File: src/verilog/stmf_pkg.sv
package stmf_pkg;
	localparam int FRAMES_PER_MF = 20;
	localparam int SUBCH_NUM     = 5;
	localparam int NIB_W         = 4;
	localparam int ADDR_W        = 5;
	localparam int MF_TIME_US    = 5000;

	localparam logic [5:0] FA_BIT_POS = 6'h0e;
	localparam logic [5:0] M_BIT_POS  = 6'h1a;
	localparam logic [5:0] S_BIT_POS  = 6'h25;

	localparam logic [ADDR_W-1:0] OFS_S_TX_SC1 = 5'h00;
	localparam logic [ADDR_W-1:0] OFS_S_SC23   = 5'h04;
	localparam logic [ADDR_W-1:0] OFS_S_SC45   = 5'h08;
	localparam logic [ADDR_W-1:0] OFS_MF_STAT  = 5'h0c;
	localparam logic [ADDR_W-1:0] OFS_IRQ_STAT = 5'h10;
	localparam logic [ADDR_W-1:0] OFS_IRQ_EN   = 5'h14;
	localparam logic [ADDR_W-1:0] OFS_CTRL     = 5'h18;

	localparam int SEL_EVERY_BIT = 2;
	localparam int IRQ_FEV_BIT   = 1;
	localparam int IRQ_MF_BIT    = 2;
	localparam int CTL_INIT_BIT  = 5;
	localparam int CTL_DET_BIT   = 1;

	localparam logic [3:0] NIB_ZERO = 4'h0;
	localparam logic [3:0] NIB_ONES = 4'hf;
	localparam logic [4:0] FRAME_FIRST = 5'h00;
	localparam logic [4:0] FRAME_LAST  = 5'h13;

	typedef enum logic [1:0] {
		MF_OFF   = 2'b00,
		MF_START = 2'b01,
		MF_RUN   = 2'b11
	} stmf_mf_state_type;
endpackage

File: src/verilog/stmf_seq_if.sv
`timescale 1ns/10ps
`default_nettype none
interface stmf_seq_if;
	logic       frame_tick;
	logic       align;
	logic [4:0] frame_idx;
	logic       mf_last;
	modport ctl (output frame_tick, output align, input frame_idx, input mf_last);
	modport cnt (input frame_tick, input align, output frame_idx, output mf_last);
endinterface
`default_nettype wire
File: src/verilog/stmf_channel.sv
// Register access over Avalon-MM and the register addresses were chosen for this implementation.
`timescale 1ns/10ps
`default_nettype none
module stmf_channel
	import stmf_pkg::*;
(
	input  wire logic              clk_i,
	input  wire logic              nrst_i,
	input  wire logic              ce_i,
	input  wire logic              nt_mode_i,
	input  wire logic              frame_tick_i,
	input  wire logic              rx_tick_i,
	input  wire logic [5:0]        rx_pos_i,
	input  wire logic              rx_bit_i,
	input  wire logic              rx_cv_i,
	input  wire logic [ADDR_W-1:0] avs_address_i,
	input  wire logic              avs_read_i,
	input  wire logic              avs_write_i,
	input  wire logic [31:0]       avs_writedata_i,
	input  wire logic [3:0]        avs_byteenable_i,
	output logic [31:0]            avs_readdata_o,
	output logic                   avs_waitrequest_o,
	output logic                   tx_fa_o,
	output logic                   tx_m_o,
	output logic                   tx_s_o,
	output logic                   irq_o
);
	stmf_seq_if seq ();

	stmf_mf_counter u_cnt (
		.clk_i  (clk_i),
		.nrst_i (nrst_i),
		.ce_i   (ce_i),
		.seq    (seq)
	);

	stmf_mf_state_type state_q;
	logic [3:0]        sc_reg_q [SUBCH_NUM];
	logic [3:0]        sh_q     [SUBCH_NUM];
	logic [3:0]        acc_q    [SUBCH_NUM];
	logic [3:0]        q_acc_q;
	logic [3:0]        rx_nib_q;
	logic              sel_every_q;
	logic              init_q;
	logic              det_q;
	logic [2:1]        stat_q;
	logic [2:1]        en_q;
	logic              cv_seen_q;
	logic              fa_echo_q;
	logic              wait_q;
	logic [31:0]       rdata_q;
	logic              tx_fa_q;
	logic              tx_m_q;
	logic              tx_s_q;
	logic              irq_q;
	logic              post_rst_q;

	logic [4:0] next_idx;
	logic [2:0] sub_n;
	logic [1:0] bitn_n;
	logic [2:0] sub_c;
	logic       nxt_first;
	logic       tx_on;
	logic       wrap;
	logic       rx_valid_mf;
	logic       hit_fa;
	logic       hit_m;
	logic       hit_s;
	logic       wr_go;
	logic       rd_go;
	logic [3:0] new_nib;
	logic       mf_evt;
	logic       fev_evt;
	logic [3:0] tx_nib;
	logic [31:0] rd_mux;

	// frame index for the frame that starts at this tick
	always_comb begin
		if (nt_mode_i && state_q == MF_START) begin
			next_idx = FRAME_FIRST;
		end else if (seq.mf_last) begin
			next_idx = FRAME_FIRST;
		end else begin
			next_idx = seq.frame_idx + 5'h01;
		end
	end

	assign nxt_first = (next_idx == FRAME_FIRST);
	assign sub_n  = 3'(next_idx % 5'd5);
	assign bitn_n = 2'(next_idx / 5'd5);
	assign sub_c  = 3'(seq.frame_idx % 5'd5);
	assign tx_on  = nt_mode_i ? (state_q != MF_OFF) : det_q;
	assign wrap   = frame_tick_i && nxt_first;
	// only a multiframe that ran whole is committed
	assign rx_valid_mf = nt_mode_i ? (state_q == MF_RUN) : det_q;

	assign hit_fa = rx_tick_i && rx_pos_i == FA_BIT_POS;
	assign hit_m  = rx_tick_i && rx_pos_i == M_BIT_POS;
	assign hit_s  = rx_tick_i && rx_pos_i == S_BIT_POS;

	assign seq.frame_tick = frame_tick_i;
	assign seq.align = nt_mode_i ? (frame_tick_i && state_q == MF_START)
		: (hit_m && rx_bit_i);

	// a nibble written mid-multiframe goes out from the next boundary on
	// the shadow loads at the same tick, so frame 1 must read the register itself
	assign tx_nib = nxt_first ? sc_reg_q[sub_n] : sh_q[sub_n];

	// nt multiframe control
	always_ff @(posedge clk_i) begin
		if (!nrst_i) begin
			state_q <= MF_OFF;
		end else if (ce_i) begin
			case (state_q)
				MF_OFF: begin
					if (nt_mode_i && init_q) begin
						state_q <= MF_START;
					end
				end
				MF_START: begin
					if (!init_q) begin
						state_q <= MF_OFF;
					end else if (frame_tick_i) begin
						state_q <= MF_RUN;
					end
				end
				MF_RUN: begin
					if (!init_q || !nt_mode_i) begin
						state_q <= MF_OFF;
					end
				end
				default: begin
					state_q <= MF_OFF;
				end
			endcase
		end
	end

	// te detection: M seen sets it, frame 1 without M drops it
	always_ff @(posedge clk_i) begin
		if (!nrst_i) begin
			det_q <= 1'b0;
		end else if (ce_i && !nt_mode_i && hit_m) begin
			if (rx_bit_i) begin
				det_q <= 1'b1;
			end else if (seq.frame_idx == FRAME_FIRST) begin
				det_q <= 1'b0;
			end
		end
	end

	// transmit bits, held for the whole frame
	always_ff @(posedge clk_i) begin
		if (!nrst_i) begin
			tx_fa_q <= 1'b0;
			tx_m_q  <= 1'b0;
			tx_s_q  <= 1'b0;
		end else if (ce_i && frame_tick_i) begin
			if (nt_mode_i) begin
				tx_fa_q <= tx_on && sub_n == 3'd0;
				tx_m_q  <= tx_on && nxt_first;
				tx_s_q  <= tx_on && tx_nib[~bitn_n];
			end else begin
				if (det_q) begin
					tx_fa_q <= (sub_n == 3'd0) && tx_nib[~bitn_n];
				end else begin
					tx_fa_q <= fa_echo_q;
				end
				tx_m_q <= 1'b0;
				tx_s_q <= 1'b0;
			end
		end
	end

	// te keeps the last received Fa for wrapping
	always_ff @(posedge clk_i) begin
		if (!nrst_i) begin
			fa_echo_q <= 1'b0;
		end else if (ce_i && hit_fa) begin
			fa_echo_q <= rx_bit_i;
		end
	end

	// nt collects Q from the Fa slots of frames 1, 6, 11, 16
	always_ff @(posedge clk_i) begin
		if (!nrst_i) begin
			q_acc_q <= NIB_ONES;
		end else if (ce_i && nt_mode_i && hit_fa && sub_c == 3'd0) begin
			q_acc_q <= {q_acc_q[2:0], rx_bit_i};
		end
	end

	assign wr_go = avs_write_i && !wait_q && avs_byteenable_i[0];
	assign rd_go = avs_read_i && wait_q;

	genvar gi;
	generate
		for (gi = 0; gi < SUBCH_NUM; gi = gi + 1) begin : g_sc
			localparam logic [2:0] SC = 3'(gi);
			// te shifts S bits of its own subchannel, msb first
			always_ff @(posedge clk_i) begin
				if (!nrst_i) begin
					acc_q[gi] <= NIB_ZERO;
				end else if (ce_i && !nt_mode_i && det_q && hit_s && sub_c == SC) begin
					acc_q[gi] <= {acc_q[gi][2:0], rx_bit_i};
				end
			end
			always_ff @(posedge clk_i) begin
				if (!nrst_i) begin
					sh_q[gi] <= (gi == 0 && !nt_mode_i) ? NIB_ONES : NIB_ZERO;
				end else if (ce_i && wrap) begin
					sh_q[gi] <= sc_reg_q[gi];
				end
			end
		end
	endgenerate

	// sc_reg_q[0] is the SC1 nibble in nt, the Q nibble in te
	always_ff @(posedge clk_i) begin
		if (!nrst_i) begin
			sc_reg_q[0] <= nt_mode_i ? NIB_ZERO : NIB_ONES;
		end else if (ce_i && wr_go && avs_address_i == OFS_S_TX_SC1) begin
			sc_reg_q[0] <= avs_writedata_i[7:4];
		end
	end

	// te overwrites SC2..SC5 at the boundary; bus writes only count in nt
	always_ff @(posedge clk_i) begin
		if (!nrst_i) begin
			sc_reg_q[1] <= NIB_ZERO;
			sc_reg_q[2] <= NIB_ZERO;
			sc_reg_q[3] <= NIB_ZERO;
			sc_reg_q[4] <= NIB_ZERO;
		end else if (ce_i) begin
			if (!nt_mode_i) begin
				if (wrap && rx_valid_mf) begin
					sc_reg_q[1] <= acc_q[1];
					sc_reg_q[2] <= acc_q[2];
					sc_reg_q[3] <= acc_q[3];
					sc_reg_q[4] <= acc_q[4];
				end
			end else if (wr_go && avs_address_i == OFS_S_SC23) begin
				sc_reg_q[1] <= avs_writedata_i[7:4];
				sc_reg_q[2] <= avs_writedata_i[3:0];
			end else if (wr_go && avs_address_i == OFS_S_SC45) begin
				sc_reg_q[3] <= avs_writedata_i[7:4];
				sc_reg_q[4] <= avs_writedata_i[3:0];
			end
		end
	end

	// received nibble: Q in nt, SC1 in te
	assign new_nib = nt_mode_i ? q_acc_q : acc_q[0];

	always_ff @(posedge clk_i) begin
		if (!nrst_i) begin
			rx_nib_q <= nt_mode_i ? NIB_ONES : NIB_ZERO;
		end else if (ce_i && wrap && rx_valid_mf) begin
			rx_nib_q <= new_nib;
		end
	end

	assign mf_evt = wrap && rx_valid_mf
		&& (sel_every_q || new_nib != rx_nib_q);

	// violations are latched in one flag per multiframe and reported at its end
	always_ff @(posedge clk_i) begin
		if (!nrst_i) begin
			cv_seen_q <= 1'b0;
		end else if (ce_i) begin
			if (wrap) begin
				cv_seen_q <= 1'b0;
			end else if (nt_mode_i && rx_cv_i) begin
				cv_seen_q <= 1'b1;
			end
		end
	end

	assign fev_evt = wrap && nt_mode_i && state_q == MF_RUN
		&& (cv_seen_q || rx_cv_i);

	// sticky status, cleared by writing 0; a new event beats the clear
	always_ff @(posedge clk_i) begin
		if (!nrst_i) begin
			stat_q <= 2'b00;
		end else if (ce_i) begin
			if (fev_evt) begin
				stat_q[IRQ_FEV_BIT] <= 1'b1;
			end else if (wr_go && avs_address_i == OFS_IRQ_STAT
				&& !avs_writedata_i[IRQ_FEV_BIT]) begin
				stat_q[IRQ_FEV_BIT] <= 1'b0;
			end
			if (mf_evt) begin
				stat_q[IRQ_MF_BIT] <= 1'b1;
			end else if (wr_go && avs_address_i == OFS_IRQ_STAT
				&& !avs_writedata_i[IRQ_MF_BIT]) begin
				stat_q[IRQ_MF_BIT] <= 1'b0;
			end
		end
	end

	always_ff @(posedge clk_i) begin
		if (!nrst_i) begin
			en_q        <= 2'b00;
			sel_every_q <= 1'b0;
			init_q      <= 1'b0;
		end else if (ce_i && wr_go) begin
			case (avs_address_i)
				OFS_IRQ_EN:  en_q        <= avs_writedata_i[2:1];
				OFS_MF_STAT: sel_every_q <= avs_writedata_i[SEL_EVERY_BIT];
				OFS_CTRL:    init_q      <= avs_writedata_i[CTL_INIT_BIT];
				default:     en_q        <= en_q;
			endcase
		end
	end

	always_ff @(posedge clk_i) begin
		if (!nrst_i) begin
			irq_q <= 1'b0;
		end else if (ce_i) begin
			irq_q <= |(stat_q & en_q);
		end
	end

	always_comb begin
		rd_mux = 32'h0000_0000;
		case (avs_address_i)
			OFS_S_TX_SC1: rd_mux[7:4] = sc_reg_q[0];
			OFS_S_SC23:   rd_mux[7:0] = {sc_reg_q[1], sc_reg_q[2]};
			OFS_S_SC45:   rd_mux[7:0] = {sc_reg_q[3], sc_reg_q[4]};
			OFS_MF_STAT:  rd_mux[7:0] = {rx_nib_q, 1'b0, sel_every_q, 2'b00};
			OFS_IRQ_STAT: rd_mux[2:1] = stat_q;
			OFS_IRQ_EN:   rd_mux[2:1] = en_q;
			OFS_CTRL: begin
				rd_mux[CTL_INIT_BIT] = init_q;
				rd_mux[CTL_DET_BIT]  = nt_mode_i ? (state_q == MF_RUN) : det_q;
			end
			default: rd_mux = 32'h0000_0000;
		endcase
	end

	// fixed one wait cycle; avoids a combinational path from the bus request
	always_ff @(posedge clk_i) begin
		if (!nrst_i) begin
			wait_q  <= 1'b1;
			rdata_q <= 32'h0000_0000;
		end else if (ce_i) begin
			wait_q <= !((avs_read_i || avs_write_i) && wait_q);
			if (rd_go) begin
				rdata_q <= rd_mux;
			end
		end
	end

	always_ff @(posedge clk_i) begin
		post_rst_q <= !nrst_i;
	end

	assign avs_readdata_o    = rdata_q;
	assign avs_waitrequest_o = wait_q;
	assign tx_fa_o           = tx_fa_q;
	assign tx_m_o            = tx_m_q;
	assign tx_s_o            = tx_s_q;
	assign irq_o             = irq_q;
endmodule
`default_nettype wire

File: src/verilog/stmf_mf_counter.sv
`timescale 1ns/10ps
`default_nettype none
module stmf_mf_counter
	import stmf_pkg::*;
(
	input  wire logic clk_i,
	input  wire logic nrst_i,
	input  wire logic ce_i,
	stmf_seq_if.cnt   seq
);
	logic [4:0] idx_q;

	// align wins over the frame advance: it marks the current frame as frame 1
	always_ff @(posedge clk_i) begin
		if (!nrst_i) begin
			idx_q <= FRAME_FIRST;
		end else if (ce_i) begin
			if (seq.align) begin
				idx_q <= FRAME_FIRST;
			end else if (seq.frame_tick) begin
				idx_q <= (idx_q == FRAME_LAST) ? FRAME_FIRST : idx_q + 5'h01;
			end
		end
	end

	assign seq.frame_idx = idx_q;
	assign seq.mf_last   = (idx_q == FRAME_LAST);
endmodule
`default_nettype wire

File: config.mk
export PLATFORM = sky130hd
export DESIGN_NAME = stmf_channel
export DESIGN_NICKNAME = d
export VERILOG_FILES = /design/src/verilog/stmf_pkg.sv /design/src/verilog/stmf_seq_if.sv /design/src/verilog/stmf_channel.sv /design/src/verilog/stmf_mf_counter.sv
export SDC_FILE = /design/constraint.sdc
export NUM_CORES = 1
export LEC_CHECK = 0
export BUFFER_PORTS_ARGS = -buffer_cell sky130_fd_sc_hd__buf_2
export CORE_MARGIN = 2
export CORE_UTILIZATION = 40
export DETAILED_ROUTE_END_ITERATION = 7
export GPL_TIMING_DRIVEN = 0
export PLACE_DENSITY = 0.58
export SYNTH_ARGS = -nofsm -noshare
export SYNTH_HDL_FRONTEND = slang
export SYNTH_SLANG_ARGS = --single-unit
export TNS_END_PERCENT = 50
File: constraint.sdc
create_clock -name clk_i -period 16 [get_ports clk_i]
set_clock_uncertainty 0.15 [all_clocks]
set_input_delay 3.2 -clock clk_i [delete_from_list [all_inputs] [get_ports clk_i]]
set_output_delay 3.2 -clock clk_i [all_outputs]
set_load 0.02 [all_outputs]
# == Word-level counts from Yosys, hierarchy flattened ==
# Memory sizes are Yosys's and may differ from the RTL's.
# Cells that the tools add are included.
# word_totals
regBits,37
ramBits,60
inputBits,57
out_inout_bits,37
word_cells,242
mem_count,3
# mem_list
name,depth,width,rd,rd_clocked_by_memory_dff,write_ports,line_no,rtl
acc_q,5,4,5,0,5,stmf_channel.sv:40,logic [3:0] acc_q [SUBCH_NUM];
sc_reg_q,5,4,6,0,5,stmf_channel.sv:38,logic [3:0] sc_reg_q [SUBCH_NUM];
sh_q,5,4,1,0,5,stmf_channel.sv:39,logic [3:0] sh_q [SUBCH_NUM];
# classes
addsub,1
div,3
order_cmp,1
n_eq_ne,21
n_mux,96
bitwise_logic,21
n_reduce_logical,78
# ops
operator,n
$mux W4,25
$mux W1,54
$logic_and A1 B1 Y1,45
$eq A5 B5 Y1 const B,4
$mux W5,4
$or A1 B1 Y1,19
$reduce_and A2 Y1,9
$logic_not A5 Y1,3
$pmux W1 S5,3
$reduce_bool A2 Y1,6
$eq A5 B4 Y1 const B,2
$mod A5 B3 Y5 const B,2
$mux W2,4
$pmux W2 S4,1
$eq A3 B2 Y1 const B,2
$eq A6 B4 Y1 const B,1
$eq A6 B5 Y1 const B,1
$eq A6 B6 Y1 const B,1
$logic_not A1 Y1,6
$logic_not A3 Y1,2
$pmux W2 S3,1
$add A5 B1 Y5 const B,1
$div A5 B3 Y5 const B,1
$eq A5 B3 Y1 const B,1
18 further kinds,23

# == Logic depth before layout (Yosys ltp) ==
# Gate-level depths: netlist (run 1).
# depth
ltp_word,13
depth_mapped,27
depth_no_buf,23

# == Hierarchy ==
# Synthesis (run 1) repeated with hierarchy kept, for this count alone.
# hier_totals
hier_cells,595
hier_area_um2,5878.1
# modules_own_cells
mod,n_inst,cells_each,area_each_um2,seq_area_each_um2
stmf_channel,1,562,5594.1,2482.4
stmf_mf_counter,1,33,284.0,100.1

# == Least setup slack after synthesis (run 1) ==
# No wires, ideal clock.
# synth_timing
path_type,input to register
start,input nt_mode_i
end,register tx_fa_q (netlist: tx_fa_o)
setup_time_ns,0.128
t_arrival_ns,7.380
t_required_ns,15.722
setup_slack_ns,8.342
cell_stages,21
path_buffers,2
path_cell_list,buf_2 -> and3b_4 -> nor2_2 -> nand2_1 -> ha_1 -> nand3b_1 -> o211ai_1 -> nor2_1 -> o31ai_2 -> nor2b_1 -> xnor2_1 -> ha_1 -> or4_1 -> o21ai_0 -> a311o_1 -> buf_6 -> mux2i_1 -> mux2i_1 -> a211o_1 -> a2111oi_4 -> o31ai_1
# synth_via
elab_chain_len,10
elab_cells_between_ends,17
cone_classes,div (2); mux (7); bitwise (1); reduce/logical (5); memory (2)
# synth_rtl
item,line_no,rtl
start: declaration,stmf_channel.sv:10,"input wire logic nt_mode_i,"
$logic_and A1 B1 Y1,stmf_channel.sv:79,if (nt_mode_i && state_q == MF_START) begin
$mux W5,stmf_channel.sv:79,
$mod A5 B3 Y5,stmf_channel.sv:89,assign sub_n = 3'(next_idx % 5'd5);
$mem_v2 Z5 W4 (on tied branches),n/a,
$mux W4,stmf_channel.sv:107,assign tx_nib = nxt_first ? sc_reg_q[sub_n] : sh_q[sub_n];
$bmux W1 S2,stmf_channel.sv:165,tx_fa_q <= (sub_n == 3'd0) && tx_nib[~bitn_n];
$mux W1 (implied by the code),stmf_channel.sv:165,
$logic_and A1 B1 Y1,stmf_channel.sv:165,
$mux W1,stmf_channel.sv:164,if (det_q) begin
$mux W1 *,stmf_channel.sv:159,if (nt_mode_i) begin
end signal: assignment,stmf_channel.sv:165,
end signal: assignment,stmf_channel.sv:167,tx_fa_q <= fa_echo_q;
end: declaration,stmf_channel.sv:52,logic tx_fa_q;
# Mark *: on every way between the ends. The rest lies on a longest branch, timed or not. The select of a mux whose other input is x is not followed.
# A chain may end at the register's enable or synchronous reset.

# == Final worst setup path (run 1) ==
# Same ends and word-level chain as after synthesis.

==> flow_summary.yaml, run 1 <==
run_status:
  status: "finished, final reports clean"
global_routing:
  grt_max_degree: 22
  grt_overflow: 0
  grt.total_usage_pct: 20.8
  grt_pass1_vias: 4812
  antenna_found_initial: 0
  grt_pass1_wl_um: 26100
yosys:
  postSynthCellCount: 640
  synth_top_cell_by_area: "edfxtp_1"
  async_flop_share_pct: 0
  yosysSeqAreaShare_pct: 42.5
  yosysWarnings: 0
  synth.most_common_cell: "edfxtp_1"
  synth.cells.most_frequent: "edfxtp_1, nand2_1, nor2_1, a21oi_1, mux2i_1"
  ys_types: 79
  yosys-top-cells-area: "edfxtp_1, dfxtp_1, mux2i_1"
  synth.top_cell.area_share_pct: 31.7
  synth_top_flop_cell: "edfxtp_1"
  ys_seq_elements: 97
  avgSynthCellArea_um2: 9.48
  synth.cell_area_mm2: 0.00607
  synth_edf_count: 64
routing:
  drt-initial-drc-count: 450
  firstDrtPassIters: 6
  vias: 5100
  post_drt_wl_per_cell_um: 18.3
  routed_wl_um: 16600
  drc: 0
  ant_nets: 0
  vias_per_cell: 5.64
placement:
  place_area_mm2: 0.00658
  io_buffers: 38
  gp_congestion: 0.892
  dp_hpwl_um: 12700
timing:
  fin_crit_sh_pct: 51.2
  whs_ps: 329
  max-slew-margin-rel_pct: 40.8
  finalSetupViolations: 0
  finalSetupTns_ps: 0
  finalMaxSlewViolations: 0
  worst_pin_slew_ps: 881
  period_needed_ps: 8200
  max_clock_freq_mhz: 122
  timing.final.hold_violations: 0
  rsz0062_at_grt: "no"
clock_network:
  clock_latency_ps: 360
  cts_resized: 0
  clock-sinks: 97
  clkSlewWorstSetupHoldPaths_ps: 70
  h-tree-depth: 3
  cts_buffer_depth: 2
  holdBufCountCts: 0
  cts_tree: "done"
  cts-buffers-inserted: 9
  cts.repair_timing.setup_buffer_count: 0
  cts_root_buf: "clkbuf_16"
power_and_ir_drop:
  power_frac_clock_pct: 39.1
  combPwrFrac_pct: 11.8
  power.internal_uw: 424
  ir_drop_uv: 75.6
  leakage_uw: 0.00270
  p_switching_uw: 150
  swShare_pct: 26.2
  p_per_area_mw_per_mm2: 83.3
  power_frac_seq_pct: 49.0
setup_path:
  cp.required_ps: 16080
  critical_path_class: "in2reg"
  worst-r2r-cell-count: 25
  critical_path.startpoint: "nt_mode_i"
  startpoint_type: "input port"
  worst-r2r-setup-slack_ps: 9610
  crit_arrival_ps: 8280
  reg2reg_to: "tx_fa_o"
  r2r-start: "u_cnt.seq.frame_idx[2]"
  endpoint_kind: "flip-flop"
  crit_fanout: 10
floorplan:
  core.rowCount: 45
  io_pins: 94
  die-area_mm2: 0.0162
  die_y_um: 127
  initial_core_util_pct: 40.4
  coreArea_mm2: 0.0150
  die_x_um: 127
min_path:
  hold_depth: 2
  hold_path.class: "reg2reg"
  min_from: "tx_m_o"
  worstHoldEndpoint: "tx_m_o"
cells_and_area:
  syn_to_final_growth_pct: 13.6
  fill_cells: 1424
  layout-drive-gt1-share_pct: 15.8
  final_area_mm2: 0.00690
  diodes: 0
  nets: 784
run:
  drv_cap: 0
-- power by group through the flow --
stage                     logic [uW]  registers, uW  clock network, uW
after CTS                       67.6            281                229
after detailed placement        67.4            287                  0
final                           67.9            282                225
after global routing            74.1            282                237
after floorplan                 46.5            286                  0
after global placement          66.1            287                  0
-- placed cells by master, fill, tap and decap left out, types with 9 or more instances in the layout --
| cell type | count |
|---|---|
| nand3_1 | 21 |
| nand2b_1 | 10 |
| conb_1 | 24 |
| dfxtp_1 | 33 |
| clkbuf_1 | 19 |
| and3_1 | 11 |
| a22o_1 | 17 |
| nor3_1 | 15 |
| ha_1 | 15 |
| edfxtp_1 | 64 |
| clkbuf_16 | 9 |
| o21ai_0 | 33 |
| nor2_1 | 51 |
| and2_1 | 28 |
| mux2i_1 | 34 |
| buf_2 | 46 |
| a21oi_1 | 45 |
| buf_4 | 26 |
| inv_1 | 20 |
| nand2_1 | 51 |
-- cell type report --
cell class | count | area [um^2] | area share (%)
clock buffers | 9 | 225 | 3.27
clock inverters | 7 | 82.6 | 1.20
flip-flops and latches | 97 | 2580 | 37.5
repair buffers | 38 | 190 | 2.76
inverters | 21 | 78.8 | 1.14
multi-input cells | 486 | 3150 | 45.7
well taps | 188 | 235 | 3.41
plain buffers | 59 | 348 | 5.04
-- flip-flops by register name, summed over array words and instances, names as in the netlist --
signal / flops
acc_q: 20
avs_readdata_o: 8
avs_waitrequest_o: 1
cv_seen_q: 1
det_q: 1
en_q: 2
fa_echo_q: 1
init_q: 1
irq_o: 1
q_acc_q: 4
rx_nib_q: 4
sc_reg_q: 20
sel_every_q: 1
sh_q: 20
stat_q: 2
state_q: 2
tx_fa_o: 1
tx_m_o: 1
tx_s_o: 1
u_cnt.seq.frame_idx: 5
-- critical path, stage by stage --
cell      delay (ps)
buf_2            260
and3b_4          310
nor2_2            70
nand2_1          220
ha_1             260
nand3b_1         130
o211ai_1         180
nor2_1            90
o31ai_2          460
nor2b_1          450
xnor2_1          210
ha_1             310
or4_1            520
o21ai_0          100
a311o_1          190
buf_6            170
buf_8            160
mux2i_1          290
mux2_2           210
nor3_2            40
o31ai_2          330
o31ai_1          110
-- cell families (layout without fill, tap and decap cells) --
kind of cell | Yosys count | in the layout | synth area share [%]
compound gates | 164 | 164 | 18.7
xor+xnor | 10 | 10 | 1.44
fa+ha+maj | 16 | 16 | 3.26
buf+inv | 80 | 134 | 7.03
flops | 97 | 97 | 42.5
mux | 39 | 39 | 6.72
other cells | 1 | 24 | 0.0618
simple gates | 233 | 233 | 20.2
-- how the worst max path moves through the flow --
stage | end | slack (ps) | depth (start not counted)
after floorplan | tx_fa_o | 8340 | 21
after global placement | tx_fa_o | 7610 | 21
after detailed placement | tx_fa_o | 7500 | 22
after CTS | tx_fa_o | 7850 | 22
after global routing | tx_s_o | 7480 | 22
final | tx_fa_o | 7800 | 22
-- stage by stage --
stage	power (uW)	util, %	setup WS [ps]	std cells
CTS	578	45.8	7850	905
finish	574	45.9	7800	905
floorplan	332	-	8340	663
global placement	353	43.8	7610	889
global route	594	45.9	7480	905
detailed placement	354	43.8	7500	889
-- per-layer routing --
layer  global-route usage [%]  share of wire [%]  vias to the layer above
li1                         -                  -                     2459
met2                     34.1                 48                      155
met5                        0                  0                        -
met1                     28.0                 45                     2462
met4                     7.82                1.6                        0
met3                     2.81                5.4                       24
No activity file was read; power rests on OpenSTA's default activity.
==> run 2, diff against run 1 <==
--- a/config.mk
+++ b/config.mk
@@ -5,6 +5,7 @@
 export SDC_FILE = /design/constraint.sdc
 export NUM_CORES = 1
 export LEC_CHECK = 0
+export ABC_AREA = 1
 export BUFFER_PORTS_ARGS = -buffer_cell sky130_fd_sc_hd__buf_2
 export CORE_MARGIN = 2
 export CORE_UTILIZATION = 40
==> constraint.sdc (replaced) <==
create_clock -name clk_i -period 8.35 [get_ports clk_i]
set_clock_uncertainty 0.15 [all_clocks]
set_input_delay 1.67 -clock clk_i [delete_from_list [all_inputs] [get_ports clk_i]]
set_output_delay 1.67 -clock clk_i [all_outputs]
set_load 0.02 [all_outputs]
==> flow_summary.yaml, run 2 <==
clock_network:
  cts_buffer_depth: 2
  clock_latency_ps: 350
  cts_resized: 0
  cts-buffers-inserted: 9
  cts_tree: "done"
  cts_root_buf: "clkbuf_16"
  holdBufCountCts: 0
  h-tree-depth: 3
  clock-sinks: 97
  cts.repair_timing.setup_buffer_count: 0
  clkSlewWorstSetupHoldPaths_ps: 60
setup_path:
  critical_path_class: "in2reg"
  reg2reg_to: "acc_q[2][2]"
  critPathSlowestCell: "nand2_2"
  critPathMostFrequentCell: "nand2_1"
  endpoint_kind: "flip-flop"
  cp.required_ps: 8490
  max_stage_delay_ps: 290
  crit_arrival_ps: 5240
  r2r-start: "u_cnt.seq.frame_idx[0]"
  worst-r2r-setup-slack_ps: 3720
  worst-r2r-cell-count: 19
  startpoint_type: "input port"
  crit_fanout: 10
cells_and_area:
  reg.largest.list: "acc_q: 20 flops, sc_reg_q: 20 flops, sh_q: 20 flops"
  stdcell_count: 1029
  fill_cells: 1486
  diodes: 0
  final-seq-area_mm2: 0.00258
  multi_input_area_mm2: 0.00270
  nets: 912
  layout-drive-gt1-share_pct: 15.1
  syn_to_final_growth_pct: 14.3
  final_common_cell: "nand2_1"
  final_cell_mix: "nand2_1, inv_1, nor2_1, nand3_1, edfxtp_1"
timing:
  max-slew-margin-rel_pct: 36.2
  rsz0062_at_grt: "no"
  fin_crit_sh_pct: 61.1
  period_needed_ps: 5100
  finalMaxSlewViolations: 0
  worst_pin_slew_ps: 955
  finalSetupTns_ps: 0
  max_clock_freq_mhz: 196
  finalSetupViolations: 0
  timing.final.hold_violations: 0
routing:
  firstDrtPassIters: 5
  drc: 0
  vias_per_cell: 5.12
  vias: 5271
  ant_nets: 0
  post_drt_wl_per_cell_um: 15.3
  routed_wl_um: 15800
  drt-initial-drc-count: 361
min_path:
  hold_depth: 2
  min_from: "cv_seen_q"
  hold_path.class: "reg2reg"
  worstHoldEndpoint: "cv_seen_q"
floorplan:
  io_pins: 94
  die_y_um: 126
  die-area_mm2: 0.0158
  initial_core_util_pct: 40.8
  core.rowCount: 44
  die_x_um: 126
  coreArea_mm2: 0.0145
yosys:
  yosysSeqAreaShare_pct: 43.7
  postSynthCellCount: 765
  ys_types: 48
  yosysWarnings: 0
  synth.most_common_cell: "nand2_1"
  synth.top_cell.area_share_pct: 32.5
  synth_top_cell_by_area: "edfxtp_1"
  synth_edf_count: 64
  async_flop_share_pct: 0
  ys_seq_elements: 97
  yosys-top-cells-area: "edfxtp_1, dfxtp_1, nand2_1"
  synth.cells.most_frequent: "nand2_1, inv_1, nor2_1, nand3_1, edfxtp_1"
  synth.cell_area_mm2: 0.00591
  avgSynthCellArea_um2: 7.72
  synth_top_flop_cell: "edfxtp_1"
global_routing:
  antenna_found_initial: 0
  grt_pass1_vias: 4977
  grt_overflow: 0
  grt.total_usage_pct: 20.4
  grt_pass1_wl_um: 25400
  grt_max_degree: 22
power_and_ir_drop:
  leakage_uw: 0.00302
  ir_drop_uv: 92.0
  p_per_area_mw_per_mm2: 193
placement:
  dpl.cell_count: 1013
  dp_hpwl_um: 12300
  io_buffers: 41
  gp_congestion: 0.954
run_status:
  status: "finished, final reports clean"
run:
  drv_cap: 0
run 2: cell types whose count changed after synthesis, sizes merged, moves of 27 or more:
cell and change:
o21ai +28, inv +101, and2 -27, nor2 +43
nand3 +64, mux2i -33, nand2 +97
run 2: report_power, final:
group	internal [uW]	leakage (uW)	switching, uW
sequential	531	0.000923	12.2
clock	262	0.000155	186
combinational	100	0.00195	214
run 2: routing by layer:
metal  up-vias  global-route usage [%]  part of all wire (%)
met3        24                    3.00                   6.1
met4         0                    7.91                   2.4
met1      2429                    26.6                    44
met2       199                    34.3                    47
li1       2619                       -                     -
met5         -                       0                     0
run 2: worst max-delay path: cells and delay by family:
kind                       cells  cell delay, ps
AOI/OAI and AO/OA              1             100
adders and majority gates      2             390
buffers and inverters          4             500
and+or+nand+nor               25            2560
run 2: worst max-delay path by stage:
stage | to | cells after the start | start
2_1_floorplan | tx_fa_o | 30 | nt_mode_i
3_3_place_gp | tx_fa_o | 32 | nt_mode_i
3_5_place_dp | tx_fa_o | 32 | nt_mode_i
4_1_cts | tx_fa_o | 32 | nt_mode_i
5_1_grt | tx_fa_o | 32 | nt_mode_i
6_report | tx_fa_o | 32 | nt_mode_i
run 2: cell families after synthesis:
logic type / share of synthesized area, %
fa+ha+maj: 3.18
buf+inv: 12.0
compound gates: 12.5
mux: 0.169
xor+xnor: 1.46
other cells: 0.0635
flops: 43.7
simple gates: 26.9
run 2: cell type report:
class / count / area share, %
inverters: 123 / 6.84
repair buffers: 41 / 3.04
clock buffers: 9 / 3.34
well taps: 184 / 3.41
flip-flops and latches: 97 / 38.3
multi-input cells: 529 / 40.0
plain buffers: 39 / 3.67
clock inverters: 7 / 1.41
run 2: through the flow:
step                cell area (um^2)  utilization (%)  total power, uW  setup slack (ps)  hold WS (ps)
finish                          6750             46.6             1310              3250           319
floorplan                       5990                -              785              3430           276
global route                    6750             46.6             1370              2760           344
detailed placement              6430             44.4              865              2900           305
global placement                6430             44.4              857              2980           283
CTS                             6750             46.6             1310              3240           315
==> run 3, diff against run 2 <==
--- a/config.mk
+++ b/config.mk
@@ -5,13 +5,13 @@
 export SDC_FILE = /design/constraint.sdc
 export NUM_CORES = 1
 export LEC_CHECK = 0
-export ABC_AREA = 1
+export ABC_AREA = 0
 export BUFFER_PORTS_ARGS = -buffer_cell sky130_fd_sc_hd__buf_2
 export CORE_MARGIN = 2
 export CORE_UTILIZATION = 40
 export DETAILED_ROUTE_END_ITERATION = 7
 export GPL_TIMING_DRIVEN = 0
-export PLACE_DENSITY = 0.58
+export PLACE_DENSITY = 0.6
 export SYNTH_ARGS = -nofsm -noshare
 export SYNTH_HDL_FRONTEND = slang
 export SYNTH_SLANG_ARGS = --single-unit
==> constraint.sdc (replaced) <==
create_clock -name clk_i -period 4.58 [get_ports clk_i]
set_clock_uncertainty 0.15 [all_clocks]
set_input_delay 0.916 -clock clk_i [delete_from_list [all_inputs] [get_ports clk_i]]
set_output_delay 0.916 -clock clk_i [all_outputs]
set_load 0.02 [all_outputs]
==> flow_summary.yaml, run 3 (synthesized netlist as in run 1, its figures left out) <==
run_status:
  status: "finished, violations left"
  violations: "negative setup slack"
setup_path:
  crit_arrival_ps: 5150
  reg2reg_to: "tx_s_o"
  cp.required_ps: 4660
  critical_path_class: "reg2reg"
  endpoint_kind: "flip-flop"
  critical_path.startpoint: "u_cnt.seq.frame_idx[2]"
  crit_fanout: 7
  worst-r2r-setup-slack_ps: -490
  worst-r2r-cell-count: 24
  crit_end: "tx_s_o"
  r2r-start: "u_cnt.seq.frame_idx[2]"
  startpoint_type: "flip-flop"
timing:
  timing.final.hold_violations: 0
  timing.final.ws_setup_ps: -492
  finalSetupViolations: 2
  fin_crit_sh_pct: 111
  max_clock_freq_mhz: 197
  period_needed_ps: 5070
  worst_pin_slew_ps: 883
  max-slew-margin-rel_pct: 41.0
  finalMaxSlewViolations: 0
  rsz0062_at_grt: "yes"
min_path:
  hold_depth: 2
  hold_path.class: "reg2reg"
cells_and_area:
  final_common_cell: "edfxtp_1"
  fill_cells: 1415
  layout-drive-gt1-share_pct: 22.8
  final_cell_mix: "edfxtp_1, buf_4, nand2_1, nor2_1, a21oi_1"
  final_area_mm2: 0.00735
  nets: 817
  syn_to_final_growth_pct: 21.2
  diodes: 0
  reg.largest.list: "acc_q: 20 flops, sc_reg_q: 20 flops, sh_q: 20 flops"
placement:
  gp_congestion: 0.889
  place_ws_ps: -1180
  place_area_mm2: 0.00668
  io_buffers: 38
  dp_hpwl_um: 12500
floorplan:
  die-area_mm2: 0.0162
  initial_core_util_pct: 40.4
  core.rowCount: 45
  die_x_um: 127
  die_y_um: 127
  io_pins: 94
  coreArea_mm2: 0.0150
routing:
  post_drt_wl_per_cell_um: 18.0
  drc: 0
  vias_per_cell: 5.61
  routed_wl_um: 16900
  drt-initial-drc-count: 411
  ant_nets: 0
  firstDrtPassIters: 6
  vias: 5263
power_and_ir_drop:
  p_per_area_mw_per_mm2: 267
  p_total_uw: 1960
  swShare_pct: 25.9
  p_switching_uw: 509
  power.internal_uw: 1450
  leakage_uw: 0.00291
  ir_drop_uv: 163
  power_frac_seq_pct: 50.1
  combPwrFrac_pct: 13.4
  power_frac_clock_pct: 36.4
global_routing:
  grt.total_usage_pct: 20.8
  grt_overflow: 0
  grt_max_degree: 22
  grt_pass1_wl_um: 26300
  grt_pass1_vias: 5062
  antenna_found_initial: 0
clock_network:
  h-tree-depth: 3
  clock_latency_ps: 340
  cts_tree: "done"
  clock-sinks: 97
  cts_buffer_depth: 2
  clkSlewWorstSetupHoldPaths_ps: 70
  cts_root_buf: "clkbuf_16"
  holdBufCountCts: 0
  cts-buffers-inserted: 9
run:
  drv_cap: 0
-- run 3: layout make-up --
cell class	instances	area, um^2	share of cell area, %
Buffer	58	385	5.24
Clock inverter	4	30.0	0.408
Clock buffer	12	246	3.35
Tap cell	188	235	3.20
Sequential cell	97	2590	35.2
Inverter	21	82.6	1.12
Timing Repair Buffer	72	462	6.28
Multi-Input combinational cell	486	3330	45.2
-- run 3: power groups by stage --
stage / clock network (uW) / registers [uW] / logic [uW]
2_1_floorplan: 0 / 998 / 166
3_3_place_gp: 0 / 1000 / 234
3_5_place_dp: 0 / 1000 / 237
4_1_cts: 718 / 982 / 249
5_1_grt: 757 / 985 / 285
6_report: 715 / 983 / 263
-- run 3: worst min-delay path by stage --
| stage | end | start |
|---|---|---|
| 6_report | fa_echo_q | fa_echo_q |
| 5_1_grt | avs_readdata_o[2] | avs_readdata_o[2] |
| 4_1_cts | fa_echo_q | fa_echo_q |
| 3_5_place_dp | fa_echo_q | fa_echo_q |
| 3_3_place_gp | fa_echo_q | fa_echo_q |
| 2_1_floorplan | fa_echo_q | fa_echo_q |
-- run 3: what timing repair did --
action,in CTS,in global routing
endpoints found under the hold margin,0,0
setup endpoints to repair,2,14
buffers inserted,27,7
cloned,0,0
gates resized for setup,18,14
pin swaps,20,10
-- run 3: worst max-delay path: stages (launching register included) --
cell and delay [ps]:
dfxtp_4 360, buf_8 100, clkinvlp_4 110, ha_4 190
and2_4 170, o21ai_4 150, and2_4 190, ha_4 140
nand3b_1 150, a311oi_4 370, o21ai_2 140, a21oi_2 190
nor2b_4 60, xnor2_2 140, ha_1 320, or4_1 520
o21ai_1 90, a311o_1 170, buf_6 170, buf_12 140
mux2i_2 290, mux2_4 220, nor3_4 40, o31ai_4 290
o31ai_1 110
-- run 3: stage by stage --
stage	hold slack [ps]	setup TNS [ps]	cells	utilization (%)
2_1_floorplan	282	-812	663	-
3_3_place_gp	295	-2200	889	44.4
3_5_place_dp	301	-2350	889	44.4
4_1_cts	311	-864	931	48.1
5_1_grt	361	-1510	938	48.9
6_report	314	-983	938	48.9
-- run 3: routing by layer --
| layer | vias up | GRT usage [%] | routed length (um) |
|---|---|---|---|
| met1 | 2543 | 27.7 | 7610 |
| met2 | 166 | 34.6 | 8000 |
| li1 | 2519 | - | - |
| met3 | 35 | 2.97 | 846 |
| met5 | - | 0 | 0 |
| met4 | 0 | 7.82 | 439 |
